$ cat src/rtl/dso_map.vh
// Purpose: constants for the data switch over-voltage sequencer
// Assumes: 50 MHz pclk, APB register window of 32-bit words
// Notes:   times kept in us and ms, cycle counts derived from them
`ifndef DSO_MAP_VH
`define DSO_MAP_VH

// timebase
`define DSO_CLK_MHZ       50
`define DSO_SW_ON_US      800
`define DSO_SW_ON_CYC     (`DSO_SW_ON_US * `DSO_CLK_MHZ)
`define DSO_PG_US         100
`define DSO_PG_CYC        (`DSO_PG_US * `DSO_CLK_MHZ)
`define DSO_FAST_US       5
`define DSO_FAST_CYC      (`DSO_FAST_US * `DSO_CLK_MHZ)
`define DSO_BRST_MS       400
`define DSO_BRST_CYC      (`DSO_BRST_MS * 1000 * `DSO_CLK_MHZ)

// register byte offsets
`define DSO_CTRL_OFS      12'h000
`define DSO_STAT_OFS      12'h004
`define DSO_INT_STAT_OFS  12'h008
`define DSO_INT_MASK_OFS  12'h00C

// control fields
`define DSO_CTRL_MODE_LSB 0
`define DSO_CTRL_MODE_MSB 1
`define DSO_CTRL_RST      2'h0

// charging mode encodings
`define DSO_MODE_SDP      2'h0
`define DSO_MODE_CDP      2'h1
`define DSO_MODE_DCP      2'h2

// live status fields
`define DSO_STAT_SW       0
`define DSO_STAT_PG       1
`define DSO_STAT_OVP      2
`define DSO_STAT_BRST     3
`define DSO_STAT_POR      4
`define DSO_STAT_W        5

// interrupt status / mask fields
`define DSO_INT_OVP_ON    0
`define DSO_INT_OVP_OFF   1
`define DSO_INT_BRST_DONE 2
`define DSO_INT_W         3
`define DSO_INT_MASK_RST  3'h0

`endif

$ cat src/rtl/dso_delay.v
// Purpose: level follower with separate rise and fall delays
// Assumes: din synchronous to clk
// Notes:   dout takes din after it differed for N cycles in a row
`timescale 1ns/100ps
module dso_delay #(
  parameter          CW     = 26,
  parameter [CW-1:0] N_RISE = {{(CW-1){1'b0}}, 1'b1},
  parameter [CW-1:0] N_FALL = {{(CW-1){1'b0}}, 1'b1}
) (
  input  wire clk,
  input  wire rst_n,
  input  wire din,
  output reg  dout
);

  reg  [CW-1:0] cnt_reg;
  wire [CW-1:0] target;

  // a glitch shorter than the delay restarts the count
  assign target = din ? N_RISE : N_FALL;

  // count while input and output disagree
  always @(posedge clk or negedge rst_n) begin
    if (!rst_n) begin
      cnt_reg <= {CW{1'b0}};
      dout    <= 1'b0;
    end else if (din == dout) begin
      cnt_reg <= {CW{1'b0}};
    end else if (cnt_reg == target - {{(CW-1){1'b0}}, 1'b1}) begin
      cnt_reg <= {CW{1'b0}};
      dout    <= din;
    end else begin
      cnt_reg <= cnt_reg + {{(CW-1){1'b0}}, 1'b1};
    end
  end

endmodule

$ cat src/rtl/dso_sequencer.v
// Purpose: data pass switch, over-voltage and bus reset sequencing
// Assumes: comparator and supply pins are asynchronous levels
// Notes:   APB slave answers with one wait-free access phase
`timescale 1ns/100ps
`include "dso_map.vh"

// Notes on behaviour
// - switch stays closed only while mode is CDP or SDP.
// - switch closes 800 us after supply reaches power-on level.
// - switch opens as soon as supply drops below power-on level.
// - power-good goes low 100 us after a data-line over-voltage.
// - switch opens 5 us after a data-line over-voltage.
// - fault state holds while any data line stays over threshold.
// - after fault clears, power-good back in 100 us, switch in 5 us.
// - power-good rising edge starts a 400 ms output bus reset.
// - bus reset: converter off, discharge bus, converter back on.
module dso_sequencer #(
  parameter AW      = 12,
  parameter CW      = 26,
  parameter SW_ON_C = `DSO_SW_ON_CYC,
  parameter PG_C    = `DSO_PG_CYC,
  parameter FAST_C  = `DSO_FAST_CYC,
  parameter BRST_C  = `DSO_BRST_CYC
) (
  input  wire          pclk,
  input  wire          presetn,
  input  wire          psel,
  input  wire          penable,
  input  wire          pwrite,
  input  wire [AW-1:0] paddr,
  input  wire [31:0]   pwdata,
  output reg  [31:0]   prdata,
  output reg           pready,
  output reg           pslverr,
  input  wire          supply_por_ok,
  input  wire          ovp_data_pos,
  input  wire          ovp_data_neg,
  input  wire          power_good_level,
  input  wire          bus_at_safe_level,
  output reg           data_switch_on,
  output reg           power_good_out,
  output reg           converter_enable,
  output reg           bus_discharge_en,
  output reg           irq
);

  // bus reset states, one-hot
  localparam [3:0] ST_IDLE  = 4'h1;
  localparam [3:0] ST_OFF   = 4'h2;
  localparam [3:0] ST_DISCH = 4'h4;
  localparam [3:0] ST_WAIT  = 4'h8;

  // register select codes
  localparam [3:0] SEL_CTRL = 4'h1;
  localparam [3:0] SEL_STAT = 4'h2;
  localparam [3:0] SEL_INTS = 4'h4;
  localparam [3:0] SEL_INTM = 4'h8;

  // counts cut to the counter width on purpose; CW must hold BRST_C
  localparam [CW-1:0] SW_ON_N = SW_ON_C[CW-1:0];
  localparam [CW-1:0] PG_N    = PG_C[CW-1:0];
  localparam [CW-1:0] FAST_N  = FAST_C[CW-1:0];
  localparam [CW-1:0] BRST_N  = BRST_C[CW-1:0];
  localparam [CW-1:0] ONE_N   = {{(CW-1){1'b0}}, 1'b1};

  // address decode shared by read and write paths
  function [3:0] reg_sel;
    input [AW-1:0] addr;
    begin
      case (addr)
        `DSO_CTRL_OFS:     reg_sel = SEL_CTRL;
        `DSO_STAT_OFS:     reg_sel = SEL_STAT;
        `DSO_INT_STAT_OFS: reg_sel = SEL_INTS;
        `DSO_INT_MASK_OFS: reg_sel = SEL_INTM;
        default:           reg_sel = 4'h0;
      endcase
    end
  endfunction

  wire [4:0]  pins_s;
  wire        por_s;
  wire        ovp_pos_s;
  wire        ovp_neg_s;
  wire        pg_lvl_s;
  wire        bus_safe_s;
  wire        ovp_any;
  wire        por_dly;
  wire        sw_block;
  wire        pg_block;
  wire        mode_pass;
  wire [3:0]  sel;
  wire        wr_en;
  wire        pg_next;
  wire        pg_rise;
  wire        sw_next;
  wire [`DSO_INT_W-1:0] int_evt;
  wire [`DSO_STAT_W-1:0] live_stat;

  reg  [1:0]  mode_reg;
  reg  [`DSO_INT_W-1:0] int_stat_reg;
  reg  [`DSO_INT_W-1:0] int_stat_next;
  reg  [`DSO_INT_W-1:0] int_mask_reg;
  reg         sw_block_reg;
  reg  [3:0]  state_reg;
  reg  [3:0]  state_next;
  reg  [CW-1:0] brst_cnt_reg;
  reg  [CW-1:0] brst_cnt_next;
  reg         brst_done;
  reg  [31:0] rdata_next;

  // pin levels cross into pclk before any counter sees them
  dso_sync #(
    .W (5)
  ) u_sync (
    .clk   (pclk),
    .rst_n (presetn),
    .din   ({bus_at_safe_level, power_good_level, ovp_data_neg,
             ovp_data_pos, supply_por_ok}),
    .dout  (pins_s)
  );

  assign por_s      = pins_s[0];
  assign ovp_pos_s  = pins_s[1];
  assign ovp_neg_s  = pins_s[2];
  assign pg_lvl_s   = pins_s[3];
  assign bus_safe_s = pins_s[4];

  // either data line over threshold counts as a fault
  assign ovp_any = ovp_pos_s | ovp_neg_s;

  // supply up: long delay before closing; supply down: next cycle
  dso_delay #(
    .CW     (CW),
    .N_RISE (SW_ON_N),
    .N_FALL (ONE_N)
  ) u_por_dly (
    .clk   (pclk),
    .rst_n (presetn),
    .din   (por_s),
    .dout  (por_dly)
  );

  // fast path: switch follows the fault both ways in 5 us
  dso_delay #(
    .CW     (CW),
    .N_RISE (FAST_N),
    .N_FALL (FAST_N)
  ) u_sw_dly (
    .clk   (pclk),
    .rst_n (presetn),
    .din   (ovp_any),
    .dout  (sw_block)
  );

  // slow path: power-good follows the fault both ways in 100 us
  dso_delay #(
    .CW     (CW),
    .N_RISE (PG_N),
    .N_FALL (PG_N)
  ) u_pg_dly (
    .clk   (pclk),
    .rst_n (presetn),
    .din   (ovp_any),
    .dout  (pg_block)
  );

  // DCP keeps the data lines away from the host
  assign mode_pass = (mode_reg == `DSO_MODE_SDP) ||
                     (mode_reg == `DSO_MODE_CDP);

  // switch closed only with supply settled, pass mode, no fault
  assign sw_next = por_dly & mode_pass & ~sw_block;

  // power-good gated by the fault and by the regulator level
  assign pg_next = pg_lvl_s & ~pg_block;
  assign pg_rise = pg_next & ~power_good_out;

  // pin outputs, all registered
  always @(posedge pclk or negedge presetn) begin
    if (!presetn) begin
      data_switch_on <= 1'b0;
      power_good_out <= 1'b0;
      sw_block_reg   <= 1'b0;
    end else begin
      data_switch_on <= sw_next;
      power_good_out <= pg_next;
      sw_block_reg   <= sw_block;
    end
  end

  // bus reset sequencer next state
  always @* begin
    state_next    = state_reg;
    brst_cnt_next = brst_cnt_reg;
    brst_done     = 1'b0;
    case (state_reg)
      ST_IDLE: begin
        brst_cnt_next = {CW{1'b0}};
        if (pg_rise) begin
          state_next = ST_OFF;
        end
      end
      ST_OFF: begin
        // converter is switched off a cycle before discharge starts
        brst_cnt_next = brst_cnt_reg + ONE_N;
        state_next    = ST_DISCH;
      end
      ST_DISCH: begin
        brst_cnt_next = brst_cnt_reg + ONE_N;
        if (brst_cnt_reg == BRST_N - ONE_N) begin
          state_next = ST_IDLE;
          brst_done  = 1'b1;
        end else if (bus_safe_s) begin
          state_next = ST_WAIT;
        end
      end
      ST_WAIT: begin
        brst_cnt_next = brst_cnt_reg + ONE_N;
        if (brst_cnt_reg == BRST_N - ONE_N) begin
          state_next = ST_IDLE;
          brst_done  = 1'b1;
        end
      end
      default: begin
        state_next    = ST_IDLE;
        brst_cnt_next = {CW{1'b0}};
      end
    endcase
  end

  // sequencer state and converter controls
  always @(posedge pclk or negedge presetn) begin
    if (!presetn) begin
      state_reg        <= ST_IDLE;
      brst_cnt_reg     <= {CW{1'b0}};
      converter_enable <= 1'b1;
      bus_discharge_en <= 1'b0;
    end else begin
      state_reg        <= state_next;
      brst_cnt_reg     <= brst_cnt_next;
      converter_enable <= (state_next == ST_IDLE);
      bus_discharge_en <= (state_next == ST_DISCH);
    end
  end

  // interrupt events: fault entry, fault exit, bus reset finished
  assign int_evt[`DSO_INT_OVP_ON]    = sw_block & ~sw_block_reg;
  assign int_evt[`DSO_INT_OVP_OFF]   = ~sw_block & sw_block_reg;
  assign int_evt[`DSO_INT_BRST_DONE] = brst_done;

  assign live_stat[`DSO_STAT_SW]   = data_switch_on;
  assign live_stat[`DSO_STAT_PG]   = power_good_out;
  assign live_stat[`DSO_STAT_OVP]  = sw_block_reg;
  assign live_stat[`DSO_STAT_BRST] = ~state_reg[0];
  assign live_stat[`DSO_STAT_POR]  = por_dly;

  // APB access phase completes while pready is high
  assign sel   = reg_sel(paddr);
  assign wr_en = psel & penable & pready & pwrite;

  // write-one-to-clear; a new event in the same cycle wins
  always @* begin
    int_stat_next = int_stat_reg;
    if (wr_en && sel == SEL_INTS) begin
      int_stat_next = int_stat_reg & ~pwdata[`DSO_INT_W-1:0];
    end
    int_stat_next = int_stat_next | int_evt;
  end

  // read mux, sampled in the setup cycle
  always @* begin
    rdata_next = 32'h0000_0000;
    case (sel)
      SEL_CTRL: rdata_next[1:0] = mode_reg;
      SEL_STAT: rdata_next[`DSO_STAT_W-1:0] = live_stat;
      SEL_INTS: rdata_next[`DSO_INT_W-1:0] = int_stat_reg;
      SEL_INTM: rdata_next[`DSO_INT_W-1:0] = int_mask_reg;
      default:  rdata_next = 32'h0000_0000;
    endcase
  end

  // APB slave and software registers
  always @(posedge pclk or negedge presetn) begin
    if (!presetn) begin
      pready       <= 1'b0;
      pslverr      <= 1'b0;
      prdata       <= 32'h0000_0000;
      mode_reg     <= `DSO_CTRL_RST;
      int_stat_reg <= {`DSO_INT_W{1'b0}};
      int_mask_reg <= `DSO_INT_MASK_RST;
      irq          <= 1'b0;
    end else begin
      // one access cycle per transfer, ready set from the setup
      pready  <= psel & ~penable;
      pslverr <= psel & ~penable & (sel == 4'h0);
      if (psel && !penable && !pwrite) begin
        prdata <= rdata_next;
      end
      if (wr_en && sel == SEL_CTRL) begin
        mode_reg <= pwdata[`DSO_CTRL_MODE_MSB:`DSO_CTRL_MODE_LSB];
      end
      if (wr_en && sel == SEL_INTM) begin
        int_mask_reg <= pwdata[`DSO_INT_W-1:0];
      end
      int_stat_reg <= int_stat_next;
      irq          <= |(int_stat_next & int_mask_reg);
    end
  end

endmodule

$ cat src/rtl/dso_sync.v
// Purpose: two-stage synchroniser for a group of pin levels
// Assumes: inputs are slow levels, not multi-bit words
// Notes:   first stage feeds only the second stage
`timescale 1ns/100ps
module dso_sync #(
  parameter W = 1
) (
  input  wire         clk,
  input  wire         rst_n,
  input  wire [W-1:0] din,
  output wire [W-1:0] dout
);

  genvar i;
  generate
    for (i = 0; i < W; i = i + 1) begin : g_bit
      reg meta_reg;
      reg sync_reg;
      // two flops per bit, cleared by reset
      always @(posedge clk or negedge rst_n) begin
        if (!rst_n) begin
          meta_reg <= 1'b0;
          sync_reg <= 1'b0;
        end else begin
          meta_reg <= din[i];
          sync_reg <= meta_reg;
        end
      end
      assign dout[i] = sync_reg;
    end
  endgenerate

endmodule

$ cat config.mk
export PLATFORM = sky130hd
export DESIGN_NAME = dso_sequencer
export DESIGN_NICKNAME = d
export VERILOG_FILES = /design/src/rtl/dso_delay.v /design/src/rtl/dso_sequencer.v /design/src/rtl/dso_sync.v
export VERILOG_INCLUDE_DIRS = /design/src /design/src/rtl
export SDC_FILE = /design/constraint.sdc
export NUM_CORES = 1
export LEC_CHECK = 0
export BUFFER_PORTS_ARGS = -buffer_cell sky130_fd_sc_hd__buf_2
export CAP_MARGIN = 20
export CORE_ASPECT_RATIO = 0.7
export CORE_MARGIN = 10
export CORE_UTILIZATION = 45
export CTS_CLUSTER_DIAMETER = 150
export DETAILED_ROUTE_END_ITERATION = 6
export PLACE_DENSITY_LB_ADDON = 0.05
export REMOVE_ABC_BUFFERS = 1
export SLEW_MARGIN = 20
export SYNTH_ARGS = -nofsm -noshare
export SYNTH_HDL_FRONTEND = slang
export SYNTH_HIERARCHICAL = 1
export SYNTH_SLANG_ARGS = --single-unit
$ cat constraint.sdc
create_clock -name pclk -period 4 [get_ports pclk]
set_input_delay 0 -clock pclk [delete_from_list [all_inputs] [get_ports pclk]]
set_output_delay 0 -clock pclk [all_outputs]
set_load 0.03 [all_outputs]
==> results of run 1 <==
-- through the flow --
| step | std cells | utilization [%] |
|---|---|---|
| 2_1_floorplan | 698 | - |
| 3_3_place_gp | 939 | 47.5 |
| 3_5_place_dp | 939 | 47.5 |
| 4_1_cts | 991 | 52.5 |
| 5_1_grt | 991 | 52.5 |
| 6_report | 991 | 52.5 |
-- what timing repair did --
item,CTS,global route
setup buffers,0,0
hold buffers,20,0
endpoints found under the hold margin,110,0
-- path summary, 6_finish.rpt --
path                                                     from  cells past startpoint                                  to  slack, ns
min                                                  paddr[3]                      4               prdata[4]$_DFFE_PN0P_       0.03
max                           u_por_dly/cnt_reg[17]$_DFF_PN0_                      5      u_por_dly/cnt_reg[6]$_DFF_PN0_       1.57
max in group asynchronous                             presetn                      3              state_reg[0]$_DFF_PN1_       2.76
min in group asynchronous                             presetn                      2      u_pg_dly/cnt_reg[14]$_DFF_PN0_       0.23
max reg2reg                   u_por_dly/cnt_reg[17]$_DFF_PN0_                      5      u_por_dly/cnt_reg[6]$_DFF_PN0_       1.57
min reg2reg                u_sync/g_bit[2].meta_reg$_DFF_PN0_                      0  u_sync/g_bit[2].sync_reg$_DFF_PN0_       0.35
-- power breakdown --
| group | switching [mW] | internal [mW] | leakage (nW) | total [mW] |
|---|---|---|---|---|
| clock network | 0.596 | 0.991 | 0.289 | 1.59 |
| registers | 0.0610 | 1.48 | 1.93 | 1.54 |
| logic | 0.150 | 0.0768 | 1.34 | 0.227 |
-- worst max-delay path: cells and delay by family, from the launching register on --
kind | cells | cell delay (ns)
AND/OR/NAND/NOR | 5 | 1.82
flip-flops | 1 | 0.45
-- area by class of cell --
class / instances / area share, %
repair buffers: 61 / 5.18
inverters: 13 / 0.596
clock inverters: 12 / 1.76
well taps: 200 / 3.05
flip-flops and latches: 142 / 43.4
clock buffers: 20 / 5.45
multi-input cells: 543 / 40.6
-- cell usage after synthesis, drive strengths merged (2+ instances only) --
cell and number:
inv 13, xor2 53, nor3b 2, nor4b 5
clkbuf 16, nor3 19, nor4 20, nand2 42
dfstp 2, ha 7, o21ai 25, or3 16
xnor2 26, and3 17, mux4 2, and2 4
o31ai 8, a21o 2, dfrtp 140, mux2 7
nor2 105, nand3 45, a21oi 26, and4 10
nand4 41, buf 40, nor2b 9, or4 11
o21a 2
-- logic make-up (layout without fill, tap and decap cells) --
group	Yosys count	after routing	share of synthesized area, %
buffers and inverters	69	106	6.00
and+or+nand+nor	353	353	26.5
xor gates and xnor gates	79	79	9.59
other	1	27	0.0520
DFF	142	142	49.3
AOI/OAI and AO/OA	68	68	5.50
muxes	9	9	1.82
adders and majority gates	7	7	1.21
-- routing by layer --
metal,track usage [%],up-vias,share of wire (%)
met2,20.0,98,41
met1,21.7,2538,53
met4,3.98,0,0.49
li1,-,2612,-
met5,0,-,0
met3,4.00,6,5.2
==> results.md, run 1 <==
- Relative to the synthesized area, the layout overhead comes to 13.6%.
- The number of global-route vias before repair is ~5200.
- Using the TritonRoute via totals, the vias-per-cell ratio works out to around 5.3.
- The number of buffers on the longest clock path is 2.
- For the final routed database, the setup TNS stands at 0 ns.
- The maximum resistive drop on vdd is ~0.25 mV.
- The root buffer selected by CTS is clkbuf_16.
- Across the run, the number of max-cap violations was 0.
- The upper clock frequency limit is roughly 410 MHz.
- The number of buffers created by CTS is 17.
- The power density over the cells is around 400 mW/mm2.
- The cell count after synthesis came out at approximately 730.
- The period utilization is 60.7%.
- The run finished with clean final reports.
- The first-pass GRT wire length is ~26 mm.
- The slew of the pin with the lowest slew margin is about 0.9 ns.
- Clock skew on the completed layout was measured at around 0.0082 ns.
- The fraction of post-synthesis cell area in the top cell type by area is ~49%.
- The region available for standard cell placement spans about 0.016 mm2.
- Entering global routing, the biggest net connects between 90 and 100 pins.
- The overall overflow remaining after global route is 0.
- The most used flip-flop cell after synthesis is dfrtp_1.
- The worst pin sits at a relative slew slack of between 40% and 50%.
- Counting every sink on the clock net gives 142.
- The die extent in x is 171 um.
- The number of instances resized during post-cts repair is 0.
- For the worst setup path, the data required time is 4.26 ns.
- The category of the most critical setup path is reg -> reg.
- The type of destination of the critical path is a register.
- By area the synthesized netlist is led by dfrtp_1, xor2_1, nor2_1.
- The flip-flop and latch count after synthesis is 142.
- In this run the cell area of the synthesized design comes to slightly above 0.007 mm2.
- The register area is about 0.0036 mm2.
- Summing all multi-input logic gate instances after layout gives 0.00332 mm2.
- The kind of path behind the tightest hold check is in -> reg.
- The data arrival time at the worst-slack endpoint is 2.69 ns.
- For this run, the slowest stage of the critical path takes roughly 0.75 ns.
- In the final layout, the share of cells above drive strength 1 is 13.3%.
- The number of fill cells in the layout is 1427.
- For this block, the initial DRC count from the detailed router was 319.
- The critical path goes through nor4_1, nand4_1, nor4_1, or3_1, nor2_1.
- After detailed routing, the total wire length is between 15 and 20 mm.
- On the critical path, the stage with the largest delay is an instance of or3_1.
- Input and output buffers added on the ports amount to 36.
- Timing analysis after detailed placement gives a worst setup slack of approximately 1.6 ns.
- The placer congestion estimate is between 0.8 and 0.9.
- The number of distinct standard cells referenced by the synthesized netlist is 62.
- For this run, the number of Yosys warnings is 6.
- The placed instance area is between 0.007 and 0.008 mm2.
- STA classifies the critical path startpoint as a register.
- The TritonCTS clock tree is done.
- The first TritonRoute pass finished after 5 iterations.
- The die height is approximately 130 um.
- Counting I/O delays and the setup requirement, the final critical path takes about 2.4 ns.
- The die covers around 0.022 mm2.
- The total global routing track utilization is 14.6%.
- dfrtp_1 takes more of the synthesized area than any other cell.
- The number of failing hold endpoints at the final stage is 0.
- Each instance of the synthesized netlist takes up on average ~9.9 um2.
- After detailed routing, the number of remaining DRC violations is 0.
- The site row count is 38.
- The cell repeated most along the worst path is nor4_1.
- The number of antenna diodes in the final layout is 0.
- The fraction of registers with async set/reset is 100%.
- In this run the worst path has a maximum fanout of 26.
- The tightest hold margin is roughly 0.029 ns.
- For the worst-skew pair, the clock arrives at the later sink with an insertion delay of between 0.4 and 0.5 ns.
- The worst path meets setup with around 1.6 ns of slack.
- The final design instance area without fill is 0.00819 mm2.
- In this run the remaining antenna-violating nets after routing total 0.
- The routed layout has 5254 vias.
- The initial antenna violation count is 0.
- The commonest non-fill, non-tap cell in the layout is dfrtp_1.
- The I/O pin count is 93.
- Setup violations remaining at the end of the flow were counted as 0.
- The clock transition time at the flip-flop clock pins of the worst setup and hold paths is approximately 0.06 ns.
- The placed wire-length estimate after detailed placement is between 10 and 15 mm.
- In the final routed layout, each cell accounts on average for between 15 and 20 um.
- The number of pins with negative max-slew slack in the final report is 0.
- In this run the static leakage power is about 3.6 nW.
- Setup repair after global routing left no endpoint under its margin.
- In the final design database the tool counted 839 nets.
- The share of synthesized area occupied by flip-flops and latches is 49.3%.
- In the layout the commonest cells are dfrtp_1, nor2_1, xor2_1, nand3_1, nand2_1.
- The clock tree synthesis step divided the H-tree into 4 levels.
- The count of flip-flops with a built-in enable after synthesis is 0.
- Overall power consumption after layout is estimated at ~3.4 mW.
- The initial utilization of the core area, before any placement, comes to between 40% and 50%.
Note: power is estimated with default switching activity, not from simulation.
==> inputs of run 2 (changes only) <==
Clock period 4 ns to 2.45 ns, I/O delays scaled along.
==> run 2 against run 1 <==
Against the previous run: the flow now finishes with violations (DRC); clock skew is essentially flat; die area is the same; core utilization grew 0.46 points; cell count grew 0.50%; total power grew 66%; via count grew 2.3%; critical path depth grew 2; register-to-register slack lost 1.2 ns; count of clock-buffer cells in the layout shrank 1; sequential cell count is the same; largest cell class unchanged.
==> results.md, run 2 (same netlist as run 1, synthesis figures left out) <==
- The met2 capacity usage during global routing is 19.9% (was 20.0%).
- The die extent in x is 171 um (unchanged).
- The placed instance area is 0.00744 mm2 (was 0.00740 mm2).
- The global routing met3 resource utilization was 3.78% (was 4.00%).
- The placed wire-length estimate after detailed placement is 10.4 mm (was 10.2 mm).
- The type of destination of the critical path is a register (unchanged).
- The first-iteration detailed-routing DRC count is 529 (was 319).
- The power density over the cells is 675 mW/mm2 (was 410 mW/mm2).
- Setup repair after global routing missed its margin: false (unchanged).
- The die height is 126 um (unchanged).
- The overall overflow remaining after global route is 0 (unchanged).
- The slack of the critical path is 0.333 ns (was 1.57 ns).
- The number of instances resized during post-cts repair is 0 (unchanged).
- The number of failing hold endpoints at the final stage is 0 (unchanged).
- The startpoint of the most critical hold path is paddr[3] (unchanged).
- The slew of the pin with the lowest slew margin came to 0.595 ns (was 0.886 ns).
- The final period demand of the worst path is roughly 2.1 ns.
- The number of buffers on the longest clock path is 2 (unchanged).
- The maximum resistive drop on vdd is 0.495 mV (was 0.252 mV).
- The TritonCTS clock tree is done (unchanged).
- The initial antenna violation count is 0 (unchanged).
- The number of DRC violations after detailed routing is 1 (was 0).
- Commonest cells after routing, fill and taps aside: dfrtp_1, nor2_1, xor2_1, nand3_1, nand2_1 (unchanged).
- The via count of the routed design is 5373 (was 5254).
- The final design utilization was 53.0% (was 52.5%).
- The depth of the CTS H-tree is 4 (unchanged).
- The count of TritonRoute iterations in the first routing pass is 7 (was 5).
- The setup fix buffers added after clock tree synthesis was 0 (unchanged).
- The kind of path behind the tightest hold check is in -> reg (unchanged).
- The share of post-route cells with drive strength above 1 is 14.1% (was 13.3%).
- The beginning of the critical path is paddr[10] (was u_por_dly/cnt_reg[17]$_DFF_PN0_).
- The data required time at the worst endpoint came to 2.77 ns (was 4.26 ns).
- The commonest non-fill, non-tap cell in the layout is dfrtp_1 (unchanged).
- The startpoint type of the worst setup path is a primary input (was register).
- The net count reported at finish is 844 (was 839).
- The die area is 0.0216 mm2 (unchanged).
- The most crowded layer after global routing is met1 (unchanged).
- The number of buffers created by CTS is 17 (unchanged).
- The number of fill cells in the layout came to 1390 (was 1427).
- The worst relative slew slack is 60.1% (was 40.9%).
- The I/O pin count is 93 (unchanged).
- The largest net degree at the start of global routing is 91 (was 94).
- The root buffer selected by CTS is clkbuf_16 (unchanged).
- The non-filler instance count after layout was 996 (was 991).
- The upper clock frequency limit is 472 MHz.
- The number of vias per cell after detailed routing is 5.39 (was 5.30).
- The total of buffers placed on input and output ports came to 36 (unchanged).
- The starting density of the core is 46.3% (unchanged).
- The total routed wirelength came to 15.3 mm (was 15.2 mm).
- The placer congestion estimate is 0.803 (was 0.802).
- The detail-routed net length per standard cell is 15.3 um (about the same).
- The met1 capacity usage during global routing is 21.7% (about the same).
- The total negative slack for setup checks was 0 ns (unchanged).
- The total global routing track utilization was 14.5% (was 14.6%).
- The clock latency on the worst-skew pair came to 0.42 ns (about the same).
- The number of antenna repair diodes is 0 (unchanged).
- The final design instance area without fill was 0.00826 mm2 (was 0.00819 mm2).
- The final reports fail on DRC.
- The pre-CTS worst setup slack is 0.369 ns (was 1.59 ns).
- The overall power of the completed layout is 5.58 mW (was 3.35 mW).
- The count of endpoints failing setup in the final report is 0 (unchanged).
- The clock transition time at the flip-flop clock pins of the worst setup and hold paths is 0.06 ns (about the same).
- The number of pins with negative max-slew slack in the final report is 0 (unchanged).
- The origin of the critical flop-to-flop path is u_pg_dly/cnt_reg[5]$_DFF_PN0_ (was u_por_dly/cnt_reg[17]$_DFF_PN0_).
- The count of placed standard cells including taps came to 943 (was 939).
- The growth of design area from synthesis to finish is 14.6% (was 13.6%).
- The site row count is 38 (unchanged).
- Outcome: finished with violations (was finished, final reports clean).
- The data arrival time at the worst-slack endpoint is 2.44 ns (was 2.69 ns).
- The floorplan core area is 0.0156 mm2 (unchanged).
- The number of sinks driven by the clock tree was 142 (unchanged).
- The first-pass GRT wire length was 26.0 mm (was 26.1 mm).
- The number of max-cap violations is 0 (unchanged).
- The leakage power total is 3.60 nW (was 3.57 nW).
- The count of antenna-violating nets left after detailed routing is 0 (unchanged).
- The critical-path maximum fanout is 6 (was 26).
- After layout, the worst path uses 86.4% of the clock period.
- The tightest hold margin came to 0.0216 ns (was 0.0286 ns).
- The number of global-route vias before repair is 5098 (was 5169).
- The worst clock skew is 0.00815 ns (was 0.00821 ns).
- The category of the most critical setup path is in -> reg (was reg -> reg).
-- run 2: path summary, 6_finish.rpt --
| path | end | slack, ns | depth (start not counted) |
|---|---|---|---|
| max | prdata[2]$_DFFE_PN0P_ | 0.33 | 7 |
| min reg2reg | u_sync/g_bit[3].sync_reg$_DFF_PN0_ | 0.35 | 0 |
| max in group asynchronous | u_por_dly/cnt_reg[24]$_DFF_PN0_ | 1.86 | 3 |
| min in group asynchronous | u_pg_dly/cnt_reg[0]$_DFF_PN0_ | 0.19 | 3 |
| min | prdata[4]$_DFFE_PN0P_ | 0.02 | 4 |
| max reg2reg | u_pg_dly/cnt_reg[25]$_DFF_PN0_ | 0.34 | 4 |
-- run 2: worst max-delay path, stage by stage --
cell,delay [ns]
dlygate4sd3_1,0.53
buf_2,0.12
nor4_2,0.11
dlygate4sd3_1,0.64
nand3_2,0.16
dlygate4sd3_1,0.62
o31ai_1,0.24
-- run 2: repair_timing --
| action | 4_1_cts | 5_1_grt |
|---|---|---|
| endpoints found under the hold margin | 160 | 0 |
| hold buffers | 21 | 0 |
| endpoints found under the setup margin | 0 | 0 |
-- run 2: power breakdown --
group	internal [mW]	leakage [nW]	switching, mW
sequential	2.42	1.93	0.102
combinational	0.134	1.37	0.249
clock	1.66	0.292	1.02
total	4.21	3.60	1.37
-- run 2: area by class of cell --
| class | instances | area (um2) | area share (%) |
|---|---|---|---|
| Sequential cell | 142 | 3560 | 43.0 |
| Multi-Input combinational cell | 543 | 3320 | 40.2 |
| Timing Repair Buffer | 66 | 472 | 5.71 |
| Clock buffer | 19 | 453 | 5.48 |
| Tap cell | 200 | 250 | 3.03 |
| Clock inverter | 13 | 161 | 1.95 |
| Inverter | 13 | 48.8 | 0.591 |
-- run 2: per-layer routing --
layer / part of all wire [%] / wire length (um)
met5: 0 / 0
met4: 0.84 / 128
met3: 6.0 / 914
met2: 41 / 6310
met1: 52 / 7920
